## src/fses_regs.vh

```
// Register map, field positions and opcodes of the suspend/fault tracker
// Operation
// Summary flag sits at bit 7 of status 2; set while anything suspended.
// Erase-held flag at bit 3 of status 5, set when erase suspends.
// Program-held flag at bit 2 of status 5, set when program suspends.
// Summary equals erase-held OR program-held at all times.
// Held flag clears when the resumed operation of that kind completes.
// Summary,erase,program read 000, 101, 110 or 111 only.
// Program allowed while erase suspended; program resumes and ends first.
// Host never starts an erase while a program is suspended.
// Erase-fault flag at bit 4 of status 4, set on erase error.
// Program-fault flag at bit 5 of status 4, set on program error.
// Accepting a block or chip erase clears the erase-fault flag.
// Accepting program, register write or lock clears program-fault flag.
// Fault flags keep their value while an operation is suspended.
// Resume leaves both fault flags unchanged.
// Terminate during execution sets the fault flag of that operation; the code ignores it while a register write or lock runs.
// Every device reset clears both fault flags.
// Leaving light power-down leaves fault flags unchanged.
// Leaving ultra power-down resets the device and clears fault flags.
// Page program without erase and read-modify-write errors set program.
// Indirect status register write errors set the program-fault flag.
// Status register reads never set either fault flag.
// Host polls fault flags after each program or erase.
// Power-down enters light state with select bit set, else ultra.
// Suspend accepted only while executing; otherwise ignored.
`ifndef FSES_REGS_VH
`define FSES_REGS_VH

// ----------------------------------------
// Register byte offsets
// ----------------------------------------
`define FSES_OFF_SR2 4'h0
`define FSES_OFF_SR4 4'h4
`define FSES_OFF_SR5 4'h8
`define FSES_OFF_STATE 4'hc

// ----------------------------------------
// Field positions
// ----------------------------------------
`define FSES_SR2_SUSPEND_SUMMARY_FLAG 7
`define FSES_SR4_EFLT 4
`define FSES_SR4_PFLT 5
`define FSES_SR4_PDSEL 7
`define FSES_SR5_EHELD 3
`define FSES_SR5_PHELD 2
`define FSES_ST_BUSY 0
`define FSES_ST_ERUN 1
`define FSES_ST_LPD 2
`define FSES_ST_UPD 3

// ----------------------------------------
// Reset values and bus answers
// ----------------------------------------
`define FSES_PDSEL_RST 1'b0
`define FSES_RESP_OKAY 2'b00
`define FSES_RESP_SLVERR 2'b10

// ----------------------------------------
// Command codes
// ----------------------------------------
`define FSES_OP_SUSPEND_A 8'h75
`define FSES_OP_SUSPEND_B 8'hb0
`define FSES_OP_RESUME_A 8'hd0
`define FSES_OP_RESUME_B 8'h7a
`define FSES_OP_TERMINATE 8'hf0
`define FSES_OP_PDOWN 8'hb9
`define FSES_OP_UPDOWN 8'h79
`define FSES_OP_PDEXIT 8'hab

`endif

```

## src/fses_top.v

```verilog
// Suspend and fault flag tracker with its AXI4-Lite register slave
//
// Design decisions made here: register access over AXI4-Lite and the register offsets.
`include "fses_regs.vh"

module fses_top #(
    parameter ADDR_W = 4
) (
    // Clock, reset, enable
    input wire aclk,
    input wire aresetn,
    input wire ce,
    // Accepted commands from the serial decoder
    input wire cmd_valid,
    input wire [7:0] cmd_opcode,
    // Array engine events
    input wire op_done,
    input wire op_error,
    // Any external device reset, one-cycle pulse
    input wire dev_reset,
    // AXI4-Lite write address
    input wire [ADDR_W-1:0] s_axi_awaddr,
    input wire s_axi_awvalid,
    output reg s_axi_awready,
    // AXI4-Lite write data
    input wire [31:0] s_axi_wdata,
    input wire [3:0] s_axi_wstrb,
    input wire s_axi_wvalid,
    output reg s_axi_wready,
    // AXI4-Lite write response
    output reg [1:0] s_axi_bresp,
    output reg s_axi_bvalid,
    input wire s_axi_bready,
    // AXI4-Lite read address
    input wire [ADDR_W-1:0] s_axi_araddr,
    input wire s_axi_arvalid,
    output reg s_axi_arready,
    // AXI4-Lite read data
    output reg [31:0] s_axi_rdata,
    output reg [1:0] s_axi_rresp,
    output reg s_axi_rvalid,
    input wire s_axi_rready,
    // Status outputs
    output reg busy_q,
    output reg suspend_summary_flag,
    output reg erase_held_flag,
    output reg program_held_flag,
    output reg erase_fault_flag,
    output reg program_fault_flag,
    output reg light_power_down_state,
    output reg ultra_power_down_state
);

    // ----------------------------------------
    // Command classes
    // ----------------------------------------
    reg is_erase;
    reg is_prog;
    reg is_nvreg;
    always @* begin
        is_erase = 1'b0;
        is_prog = 1'b0;
        is_nvreg = 1'b0;
        case (cmd_opcode)
            8'h81, 8'hdb, 8'h20, 8'h52, 8'hd8,
            8'h60, 8'hc7: is_erase = 1'b1;
            8'h02, 8'ha2, 8'h32, 8'had, 8'haf,
            8'h88, 8'h0a: is_prog = 1'b1;
            8'h9b, 8'h01, 8'h31, 8'h11, 8'h71,
            8'h6f: begin
                is_prog = 1'b1;
                is_nvreg = 1'b1;
            end
            default: begin
                is_prog = 1'b0;
            end
        endcase
    end

    // ----------------------------------------
    // Operation state
    // ----------------------------------------
    localparam ST_IDLE = 2'b00;
    localparam ST_ERASE = 2'b01;
    localparam ST_PROG = 2'b10;

    reg [1:0] state_q;
    reg [1:0] state_d;
    reg nvreg_q;
    reg nvreg_d;
    reg eheld_q;
    reg eheld_d;
    reg pheld_q;
    reg pheld_d;
    reg efault_q;
    reg efault_d;
    reg pfault_q;
    reg pfault_d;
    reg lpd_q;
    reg lpd_d;
    reg upd_q;
    reg upd_d;
    reg pdsel_q;
    reg pdsel_d;
    reg int_reset;
    reg e_set;
    reg p_set;
    reg e_clr;
    reg p_clr;

    wire cmd = cmd_valid;
    wire running = (state_q != ST_IDLE);
    wire in_pd = lpd_q | upd_q;
    wire op_suspend_summary_flag = cmd & ((cmd_opcode == `FSES_OP_SUSPEND_A) |
        (cmd_opcode == `FSES_OP_SUSPEND_B));
    wire op_res = cmd & ((cmd_opcode == `FSES_OP_RESUME_A) |
        (cmd_opcode == `FSES_OP_RESUME_B));
    wire op_term = cmd & (cmd_opcode == `FSES_OP_TERMINATE);

    // Software writes to the select bit, taken from the bus below
    wire sw_pdsel_we;
    wire sw_pdsel_val;

    always @* begin
        state_d = state_q;
        nvreg_d = nvreg_q;
        eheld_d = eheld_q;
        pheld_d = pheld_q;
        lpd_d = lpd_q;
        upd_d = upd_q;
        pdsel_d = sw_pdsel_we ? sw_pdsel_val : pdsel_q;
        int_reset = 1'b0;
        e_set = 1'b0;
        p_set = 1'b0;
        e_clr = 1'b0;
        p_clr = 1'b0;
        // Errors reported by the array engine while executing
        if (op_error && state_q == ST_ERASE)
            e_set = 1'b1;
        if (op_error && state_q == ST_PROG)
            p_set = 1'b1;
        if (in_pd) begin
            // Only the exit command is honoured in power-down
            if (cmd && cmd_opcode == `FSES_OP_PDEXIT) begin
                lpd_d = 1'b0;
                if (upd_q)
                    int_reset = 1'b1;
                upd_d = 1'b0;
            end
        end else if (running) begin
            if (op_done) begin
                // Held flag of a resumed op drops at completion
                if (state_q == ST_PROG)
                    pheld_d = 1'b0;
                else
                    eheld_d = 1'b0;
                state_d = ST_IDLE;
            end else if (op_term && !nvreg_q) begin
                // Terminated op cannot resume, so its hold is dropped
                if (state_q == ST_ERASE) begin
                    e_set = 1'b1;
                    eheld_d = 1'b0;
                end else begin
                    p_set = 1'b1;
                    pheld_d = 1'b0;
                end
                state_d = ST_IDLE;
            end else if (op_suspend_summary_flag && !nvreg_q) begin
                if (state_q == ST_ERASE)
                    eheld_d = 1'b1;
                else
                    pheld_d = 1'b1;
                state_d = ST_IDLE;
            end
        end else if (cmd) begin
            // Suspend and terminate while idle fall through unhandled
            if (op_res) begin
                // Program resumes before a suspended erase
                if (pheld_q)
                    state_d = ST_PROG;
                else if (eheld_q)
                    state_d = ST_ERASE;
                nvreg_d = 1'b0;
            end else if (is_erase && !pheld_q && !eheld_q) begin
                e_clr = 1'b1;
                state_d = ST_ERASE;
                nvreg_d = 1'b0;
            end else if (is_prog && !pheld_q) begin
                // Allowed with an erase held: nested program
                p_clr = 1'b1;
                state_d = ST_PROG;
                nvreg_d = is_nvreg;
            end else if (cmd_opcode == `FSES_OP_PDOWN) begin
                lpd_d = pdsel_q;
                upd_d = ~pdsel_q;
            end else if (cmd_opcode == `FSES_OP_UPDOWN) begin
                upd_d = 1'b1;
            end
        end
        // Erase while a program is held is refused above
        // Set wins over clear
        efault_d = e_set | (efault_q & ~e_clr);
        pfault_d = p_set | (pfault_q & ~p_clr);
        if (int_reset) begin
            state_d = ST_IDLE;
            eheld_d = 1'b0;
            pheld_d = 1'b0;
            efault_d = 1'b0;
            pfault_d = 1'b0;
            pdsel_d = `FSES_PDSEL_RST;
        end
    end

    always @(posedge aclk) begin
        if (!aresetn || (ce && dev_reset)) begin
            // Every reset flavour clears the volatile flags
            state_q <= ST_IDLE;
            nvreg_q <= 1'b0;
            eheld_q <= 1'b0;
            pheld_q <= 1'b0;
            efault_q <= 1'b0;
            pfault_q <= 1'b0;
            lpd_q <= 1'b0;
            upd_q <= 1'b0;
            pdsel_q <= `FSES_PDSEL_RST;
        end else if (ce) begin
            state_q <= state_d;
            nvreg_q <= nvreg_d;
            eheld_q <= eheld_d;
            pheld_q <= pheld_d;
            efault_q <= efault_d;
            pfault_q <= pfault_d;
            lpd_q <= lpd_d;
            upd_q <= upd_d;
            pdsel_q <= pdsel_d;
        end
    end

    // ----------------------------------------
    // Registered status outputs
    // ----------------------------------------
    always @(posedge aclk) begin
        if (!aresetn) begin
            busy_q <= 1'b0;
            suspend_summary_flag <= 1'b0;
            erase_held_flag <= 1'b0;
            program_held_flag <= 1'b0;
            erase_fault_flag <= 1'b0;
            program_fault_flag <= 1'b0;
            light_power_down_state <= 1'b0;
            ultra_power_down_state <= 1'b0;
        end else if (ce) begin
            // Mirrors lag the state by one cycle
            busy_q <= running;
            suspend_summary_flag <= eheld_q | pheld_q;
            erase_held_flag <= eheld_q;
            program_held_flag <= pheld_q;
            erase_fault_flag <= efault_q;
            program_fault_flag <= pfault_q;
            light_power_down_state <= lpd_q;
            ultra_power_down_state <= upd_q;
        end
    end

    // ----------------------------------------
    // AXI4-Lite write path
    // ----------------------------------------
    reg aw_got_q;
    reg w_got_q;
    reg [ADDR_W-1:0] waddr_q;
    reg [31:0] wdata_q;
    reg [3:0] wstrb_q;
    wire aw_hs = s_axi_awvalid & s_axi_awready;
    wire w_hs = s_axi_wvalid & s_axi_wready;
    wire do_wr = aw_got_q & w_got_q & ~s_axi_bvalid;
    wire wr_sr4 = (waddr_q[3:2] == 2'd1);
    wire wr_hit = (waddr_q[1:0] == 2'b00) & (waddr_q[3:2] != 2'd3);

    // Only the select bit is writable; others are hardware owned
    assign sw_pdsel_we = do_wr & wr_sr4 & wstrb_q[0];
    assign sw_pdsel_val = wdata_q[`FSES_SR4_PDSEL];

    always @(posedge aclk) begin
        if (!aresetn) begin
            aw_got_q <= 1'b0;
            w_got_q <= 1'b0;
            waddr_q <= {ADDR_W{1'b0}};
            wdata_q <= 32'h0000_0000;
            wstrb_q <= 4'h0;
            s_axi_awready <= 1'b0;
            s_axi_wready <= 1'b0;
            s_axi_bvalid <= 1'b0;
            s_axi_bresp <= `FSES_RESP_OKAY;
        end else if (ce) begin
            if (aw_hs) begin
                aw_got_q <= 1'b1;
                waddr_q <= s_axi_awaddr;
                s_axi_awready <= 1'b0;
            end else if (!aw_got_q && !s_axi_bvalid) begin
                s_axi_awready <= 1'b1;
            end
            if (w_hs) begin
                w_got_q <= 1'b1;
                wdata_q <= s_axi_wdata;
                wstrb_q <= s_axi_wstrb;
                s_axi_wready <= 1'b0;
            end else if (!w_got_q && !s_axi_bvalid) begin
                s_axi_wready <= 1'b1;
            end
            if (do_wr) begin
                aw_got_q <= 1'b0;
                w_got_q <= 1'b0;
                s_axi_bvalid <= 1'b1;
                s_axi_bresp <= wr_hit ? `FSES_RESP_OKAY
                                      : `FSES_RESP_SLVERR;
            end else if (s_axi_bvalid && s_axi_bready) begin
                s_axi_bvalid <= 1'b0;
            end
        end
    end

    // ----------------------------------------
    // AXI4-Lite read path
    // ----------------------------------------
    reg [31:0] rd_mux;
    reg rd_hit;
    always @* begin
        rd_mux = 32'h0000_0000;
        rd_hit = (s_axi_araddr[1:0] == 2'b00);
        case (s_axi_araddr[3:0])
            `FSES_OFF_SR2:
                rd_mux[`FSES_SR2_SUSPEND_SUMMARY_FLAG] = eheld_q | pheld_q;
            `FSES_OFF_SR4: begin
                rd_mux[`FSES_SR4_EFLT] = efault_q;
                rd_mux[`FSES_SR4_PFLT] = pfault_q;
                rd_mux[`FSES_SR4_PDSEL] = pdsel_q;
            end
            `FSES_OFF_SR5: begin
                rd_mux[`FSES_SR5_EHELD] = eheld_q;
                rd_mux[`FSES_SR5_PHELD] = pheld_q;
            end
            `FSES_OFF_STATE: begin
                rd_mux[`FSES_ST_BUSY] = running;
                rd_mux[`FSES_ST_ERUN] = (state_q == ST_ERASE);
                rd_mux[`FSES_ST_LPD] = lpd_q;
                rd_mux[`FSES_ST_UPD] = upd_q;
            end
            default: rd_hit = 1'b0;
        endcase
    end

    always @(posedge aclk) begin
        if (!aresetn) begin
            s_axi_arready <= 1'b0;
            s_axi_rvalid <= 1'b0;
            s_axi_rdata <= 32'h0000_0000;
            s_axi_rresp <= `FSES_RESP_OKAY;
        end else if (ce) begin
            if (s_axi_arvalid && s_axi_arready) begin
                s_axi_arready <= 1'b0;
                s_axi_rvalid <= 1'b1;
                s_axi_rdata <= rd_mux;
                s_axi_rresp <= rd_hit ? `FSES_RESP_OKAY
                                      : `FSES_RESP_SLVERR;
            end else if (s_axi_rvalid && s_axi_rready) begin
                s_axi_rvalid <= 1'b0;
            end else if (!s_axi_rvalid) begin
                s_axi_arready <= 1'b1;
            end
        end
    end

endmodule

```

## config.mk

```make
export PLATFORM = sky130hd
export DESIGN_NAME = fses_top
export DESIGN_NICKNAME = d
export VERILOG_FILES = /design/src/fses_top.v
export VERILOG_INCLUDE_DIRS = /design/src /design/src/src
export SDC_FILE = /design/constraint.sdc
export NUM_CORES = 1
export LEC_CHECK = 0
export BUFFER_PORTS_ARGS = -buffer_cell sky130_fd_sc_hd__buf_2
export CAP_MARGIN = 20
export CORE_UTILIZATION = 50
export CTS_BUF_LIST = sky130_fd_sc_hd__clkbuf_8
export DETAILED_ROUTE_END_ITERATION = 10
export GPL_ROUTABILITY_DRIVEN = 0
export GPL_TIMING_DRIVEN = 0
export PLACE_DENSITY = 0.85
export SYNTH_ARGS = -nofsm -noshare
export SYNTH_HDL_FRONTEND = slang
export SYNTH_SLANG_ARGS = --single-unit
```

## constraint.sdc

```tcl
create_clock -name aclk -period 4.55 [get_ports aclk]
set_clock_uncertainty 0.1 [all_clocks]
set_input_delay 0.455 -clock aclk [delete_from_list [all_inputs] [get_ports aclk]]
set_output_delay 0.455 -clock aclk [all_outputs]
set_load 0.005 [all_outputs]
```

# Word level (Yosys, flattened, before mapping)

Cells that the tools add are included.

Register bits: 49
Output and inout port bits: 49
Memories kept: 0
Bits in latches: 0
Bits in writable memories: 0
Memory bits (read-only): 0
Input port bits: 64

Div/mod/pow operators: 0
$lt $le $gt $ge: 0
Multiplexer cells: 104
Reductions and logical operators: 63
Eq/ne operators: 51
Multiply operators: 0
Shift operators: 0
Add/sub/neg operators: 0
Bitwise logic cells: 24

Operators by type and width:

| cell                                                | number |
|---|---|
| equality test 8 bit, second input constant          | 14 |
| two-way mux 1 bit                                   | 86 |
| equality test 8 x 7 -> 1 bit, second input constant | 7 |
| two-way mux 2 bit                                   | 16 |
| equality test 8 x 6 -> 1 bit, second input constant | 3 |
| AND reduction 2 bit                                 | 11 |
| nonzero test 2 bit                                  | 11 |
| != test 4 bit, second input constant                | 4 |
| AND reduction 8 bit                                 | 2 |
| logical AND 1 bit                                   | 14 |
| AND reduction 7 bit                                 | 2 |
| OR reduction 13 bit                                 | 1 |
| AND 1 bit                                           | 12 |
| != test 2 bit, second input constant                | 6 |
| nonzero test 3 bit                                  | 3 |
| equality test 4 bit, second input constant          | 2 |
| equality test 8 x 1 -> 1 bit, second input constant | 1 |
| equality test 8 x 2 -> 1 bit, second input constant | 1 |
| equality test 8 x 4 -> 1 bit, second input constant | 1 |
| equality test 8 x 5 -> 1 bit, second input constant | 1 |
| zero test 1 bit                                     | 7 |
| OR reduction 7 bit                                  | 1 |
| != test 2 x 1 -> 1 bit, second input constant       | 3 |
| inverter 1 bit                                      | 6 |
| 20 further kinds                                    | 27 |

# Logic depth before layout (Yosys ltp)

Word-level depth: 14
Mapped depth: 7
Mapped depth without buffers: 6

# Least setup slack after synthesis

No wires, ideal clock.

Path type: input to register
From: input port cmd_opcode[3]
To: register lpd_q
Data required time: 4.378 ns
Buffers on the path: 0
Setup time: 0.072 ns
Slack: 2.293 ns
Arrival: 2.086 ns
Stages on the path: 6
Cell sequence: or4_4 o32a_4 a311oi_4 or2_1 a21o_4 mux2i_1

Longest elaborated chain between the ends: 7
Elaborated cells on any way between the ends: 40
Those cells by class: eq/ne (28); mux (2); bitwise (2); reduce/logical (8)

RTL lines:

| what                                        | line           | RTL |
|---|---|---|
| start, declared                             | fses_top.v:15  | `input wire [7:0] cmd_opcode,` |
| equality test 8 bit (tied with other cells) | fses_top.v:64  | `case (cmd_opcode)` |
| OR reduction 7 bit                          | fses_top.v:64  |  |
| two-way mux 1 bit                           | fses_top.v:64  |  |
| logical AND 1 bit (2 in series)             | fses_top.v:184 | `end else if (is_erase && !pheld_q && !eheld_q) begin` |
| != test 2 bit (no line)                     | n/a            |  |
| AND reduction 8 bit (no line) *             | n/a            |  |
| end signal, assigned                        | fses_top.v:233 | `lpd_q <= lpd_d;` |
| end, declared                               | fses_top.v:99  | `reg lpd_q;` |

Every way passes the cells marked *; elsewhere a longest branch is shown, timed or not.
A chain may end at the register's enable or synchronous reset.

# Worst setup path in the final report

From: input port cmd_opcode[3]
To: register nvreg_q

Longest elaborated chain between the ends: 7
Elaborated cells on any way between the ends: 38
Those cells by class: eq/ne (22); mux (6); bitwise (2); reduce/logical (8)

RTL lines:

| what                                                               | line           | RTL |
|---|---|---|
| equality test 8 bit (tied with other cells)                        | fses_top.v:64  |  |
| OR reduction 7 bit                                                 | fses_top.v:64  |  |
| two-way mux 1 bit                                                  | fses_top.v:64  |  |
| logical AND 1 bit (2 in series)                                    | fses_top.v:184 |  |
| nonzero test 3 bit (no line) or two-way mux 1 bit (tied branches)  | n/a            |  |
| AND reduction 5 bit (no line) or two-way mux 1 bit (tied branches) | n/a            |  |
| end signal, assigned                                               | fses_top.v:228 | `nvreg_q <= nvreg_d;` |
| end, declared                                                      | fses_top.v:89  | `reg nvreg_q;` |

Several ways; a longest one is shown, not always the timed one. The select of a mux whose other input is x is not followed.

==> impl_metrics.py <==
metrics = {
    "final_layout": {
        "stdcell_area_um2": 2990,
        "nNetsFinal": 442,
        "multi_input_comb_area_um2": 1470,
        "reg_top3": "s_axi_rdata (7), waddr_q (4), state_q (2)",
        "regArea_um2": 801,
        "top_register": "s_axi_rdata",
        "areaGrowthSynthToFinish_pct": 21.3,
        "drive_above_1_share_pct": 26.4,
        "diodes": 0,
        "final_cells": 446,
        "n_fill_cell": 388,
        "largest_reg_flops": 7,
    },
    "timing": {
        "finalMaxSlewViolations": 0,
        "max_clock_freq_mhz": 422,
        "setup_tns_ps": 0,
        "layout_setup_ws_ps": 2180,
        "min_period_over_period_pct": 52.1,
        "slew_headroom_pct": 51.2,
        "hold_violations": 0,
        "setup_viol": 0,
        "worst_pin_slew_ps": 721,
        "finalCriticalPeriod_ps": 2370,
        "grt_setup_unrepaired": "no",
    },
    "global_routing": {
        "grt_pass1_vias": 2074,
        "grt_pass1_wl_mm": 9.66,
        "grt_max_degree": 12,
        "grt_overflow": 0,
        "grt_usage_pct": 23.7,
        "grt_antenna_before_repair": 0,
    },
    "setup_path": {
        "path_depth": 7,
        "crit_path_start_kind": "input pin",
        "end_kind": "flop",
        "cp_cell_sequence": "buf_2 > or4b_1 > nor4b_2 > nor3_1 > a41oi_1 > o31ai_1 > a31o_1",
        "path_max_fanout": 4,
        "arrival_ps": 2460,
        "cp_data_required_time_ps": 4640,
        "critPathSlowestCell": "or4b_1",
        "r2r_cells": 6,
        "crit_path_max_incr_delay_ps": 600,
        "worstPathBufferInverterCount": 1,
        "critPathKind": "input pin to flop",
        "path_delay_family": "simple AND/OR/NAND/NOR gates",
    },
    "synth": {
        "yosysMostFrequentCell": "dfxtp_1",
        "ys_seq_area_share_pct": 32.5,
        "synth_top_cell_by_area": "dfxtp_1",
        "yosys_warnings": 0,
        "synthCells": 294,
        "syn_avg_cell_area_um2": 8.39,
        "synth_ff_type": "dfxtp_1",
        "synthArstFlopShare_pct": 0,
        "synth-edff-count": 0,
        "ys_types": 61,
        "yosys-top-cells-area": "dfxtp_1, buf_4, nor2b_1, mux2i_1, nand2_1",
        "ys_seq_elements": 40,
        "synth_top_area_share_pct": 32.5,
        "synth_commonest_cells": "dfxtp_1, nand2_1, nor2b_1, buf_4, mux2i_1",
        "synthesis.area_um2": 2470,
    },
    "clock_network": {
        "cts_tree": "yes",
        "htreeDepth": 2,
        "cts.sinks": 40,
        "clock_path_buffers": 2,
        "numCtsBuffers": 5,
        "clock_latency_ps": 290,
        "post_cts_buffers": 0,
        "cts-root-buf": "clkbuf_8",
        "ctsResizeCount": 0,
        "cts_hold_buf": 0,
        "clkTransAtPathRegs_ps": 70,
    },
    "drt": {
        "antenna_left": 0,
        "wirelength_mm": 6.08,
        "avgRoutedWirePerCell_um": 13.6,
        "drc_errors": 0,
        "wl_met3_um": 471,
        "num_vias": 2416,
        "dr.pass1.iters": 4,
        "wl_met2_mm": 2.93,
        "drt-met1-wl_mm": 2.54,
        "top_layer": "met4",
        "drt-initial-drc-count": 152,
        "routed_via_density": 5.42,
    },
    "hold_path": {
        "hold_depth": 3,
        "min_path_type": "input pin to flop",
    },
    "placement": {
        "post-place-ws_ps": 1940,
        "hpwl_mm": 4.43,
        "placedCellCount": 438,
        "numPortBuffers": 51,
        "dpl-instance-area_um2": 2900,
    },
    "status": {
        "outcome": "completed",
    },
    "die": {
        "die_w_um": 72.2,
        "io_pins": 113,
        "fp.dieH_um": 72.2,
        "start_util_pct": 52.2,
        "rows": 25,
        "coreArea_um2": 4720,
        "die_area_um2": 5220,
    },
    "pwr": {
        "power_density_nw_per_um2": 239,
        "ir_worst_vdd_v": 0.000218,
        "total_power_w": 0.000715,
        "p_leak_nw": 1.37,
    },
    "job": {
        "cap_violations": 0,
    },
}
area by class of cell:
type | instances | area share [%]
inverter | 7 | 0.878
buffer | 42 | 8.90
clock buffer | 6 | 2.76
sequential | 40 | 26.7
timing repair buffer | 51 | 8.52
tap | 67 | 2.80
multi-input combinational | 231 | 49.1
clock inverter | 2 | 0.251
cell usage in the layout, fill, tap and decap left out, types with 7 or more instances in the layout:
| master | instances |
|---|---|
| a21oi_1 | 12 |
| buf_2 | 57 |
| buf_4 | 27 |
| clkbuf_1 | 7 |
| conb_1 | 27 |
| dfxtp_1 | 40 |
| inv_1 | 8 |
| mux2i_1 | 14 |
| nand2_1 | 31 |
| nand3_1 | 7 |
| nor2_1 | 10 |
| nor2b_1 | 29 |
| nor3_1 | 8 |
| nor4_1 | 7 |
| o21ai_0 | 8 |
cell families (layout without fill, tap and decap cells):
group	after synthesis	count (layout)	synth area share, %
xor+xnor	2	2	0.710
simple gates	129	129	30.2
other cells	1	27	0.152
compound gates	58	58	18.5
mux	15	15	6.14
flops	40	40	32.5
buf+inv	49	108	11.9
metal layers:
metal	global-route usage [%]	vias to the layer above
met4	9.15	0
li1	-	1176
met1	30.3	1112
met2	39.5	110
met5	0	-
met3	4.58	18
worst reg2reg max path: stages, from the launching register on:
cell	delay, ps
dfxtp_1	390
or2_2	360
nor3_1	250
nand2_1	100
or2_1	260
a21o_4	230
mux2i_1	110
report_power, final:
group	total [W]	switching, W	internal (W)
clock network	0.000239	0.000120	0.000119
registers	0.000361	0.00000494	0.000356
logic	0.000115	0.0000608	0.0000539
final timing paths:
| path | slack [ps] | from | end |
|---|---|---|---|
| worst min-delay path | 320 | s_axi_awaddr[3] | waddr_q[3] |
| worst max register to register | 2630 | state_q[1] | upd_q |
| worst max-delay path | 2180 | cmd_opcode[3] | nvreg_q |
| worst min register to register | 370 | aw_got_q | aw_got_q |
through the flow:
stage	hold WS, ps	util, %
floorplan	339	-
global placement	355	61.5
detailed placement	359	61.5
CTS	316	63.4
global route	341	63.4
finish	317	63.4
Power figures use the tool's default switching activity.
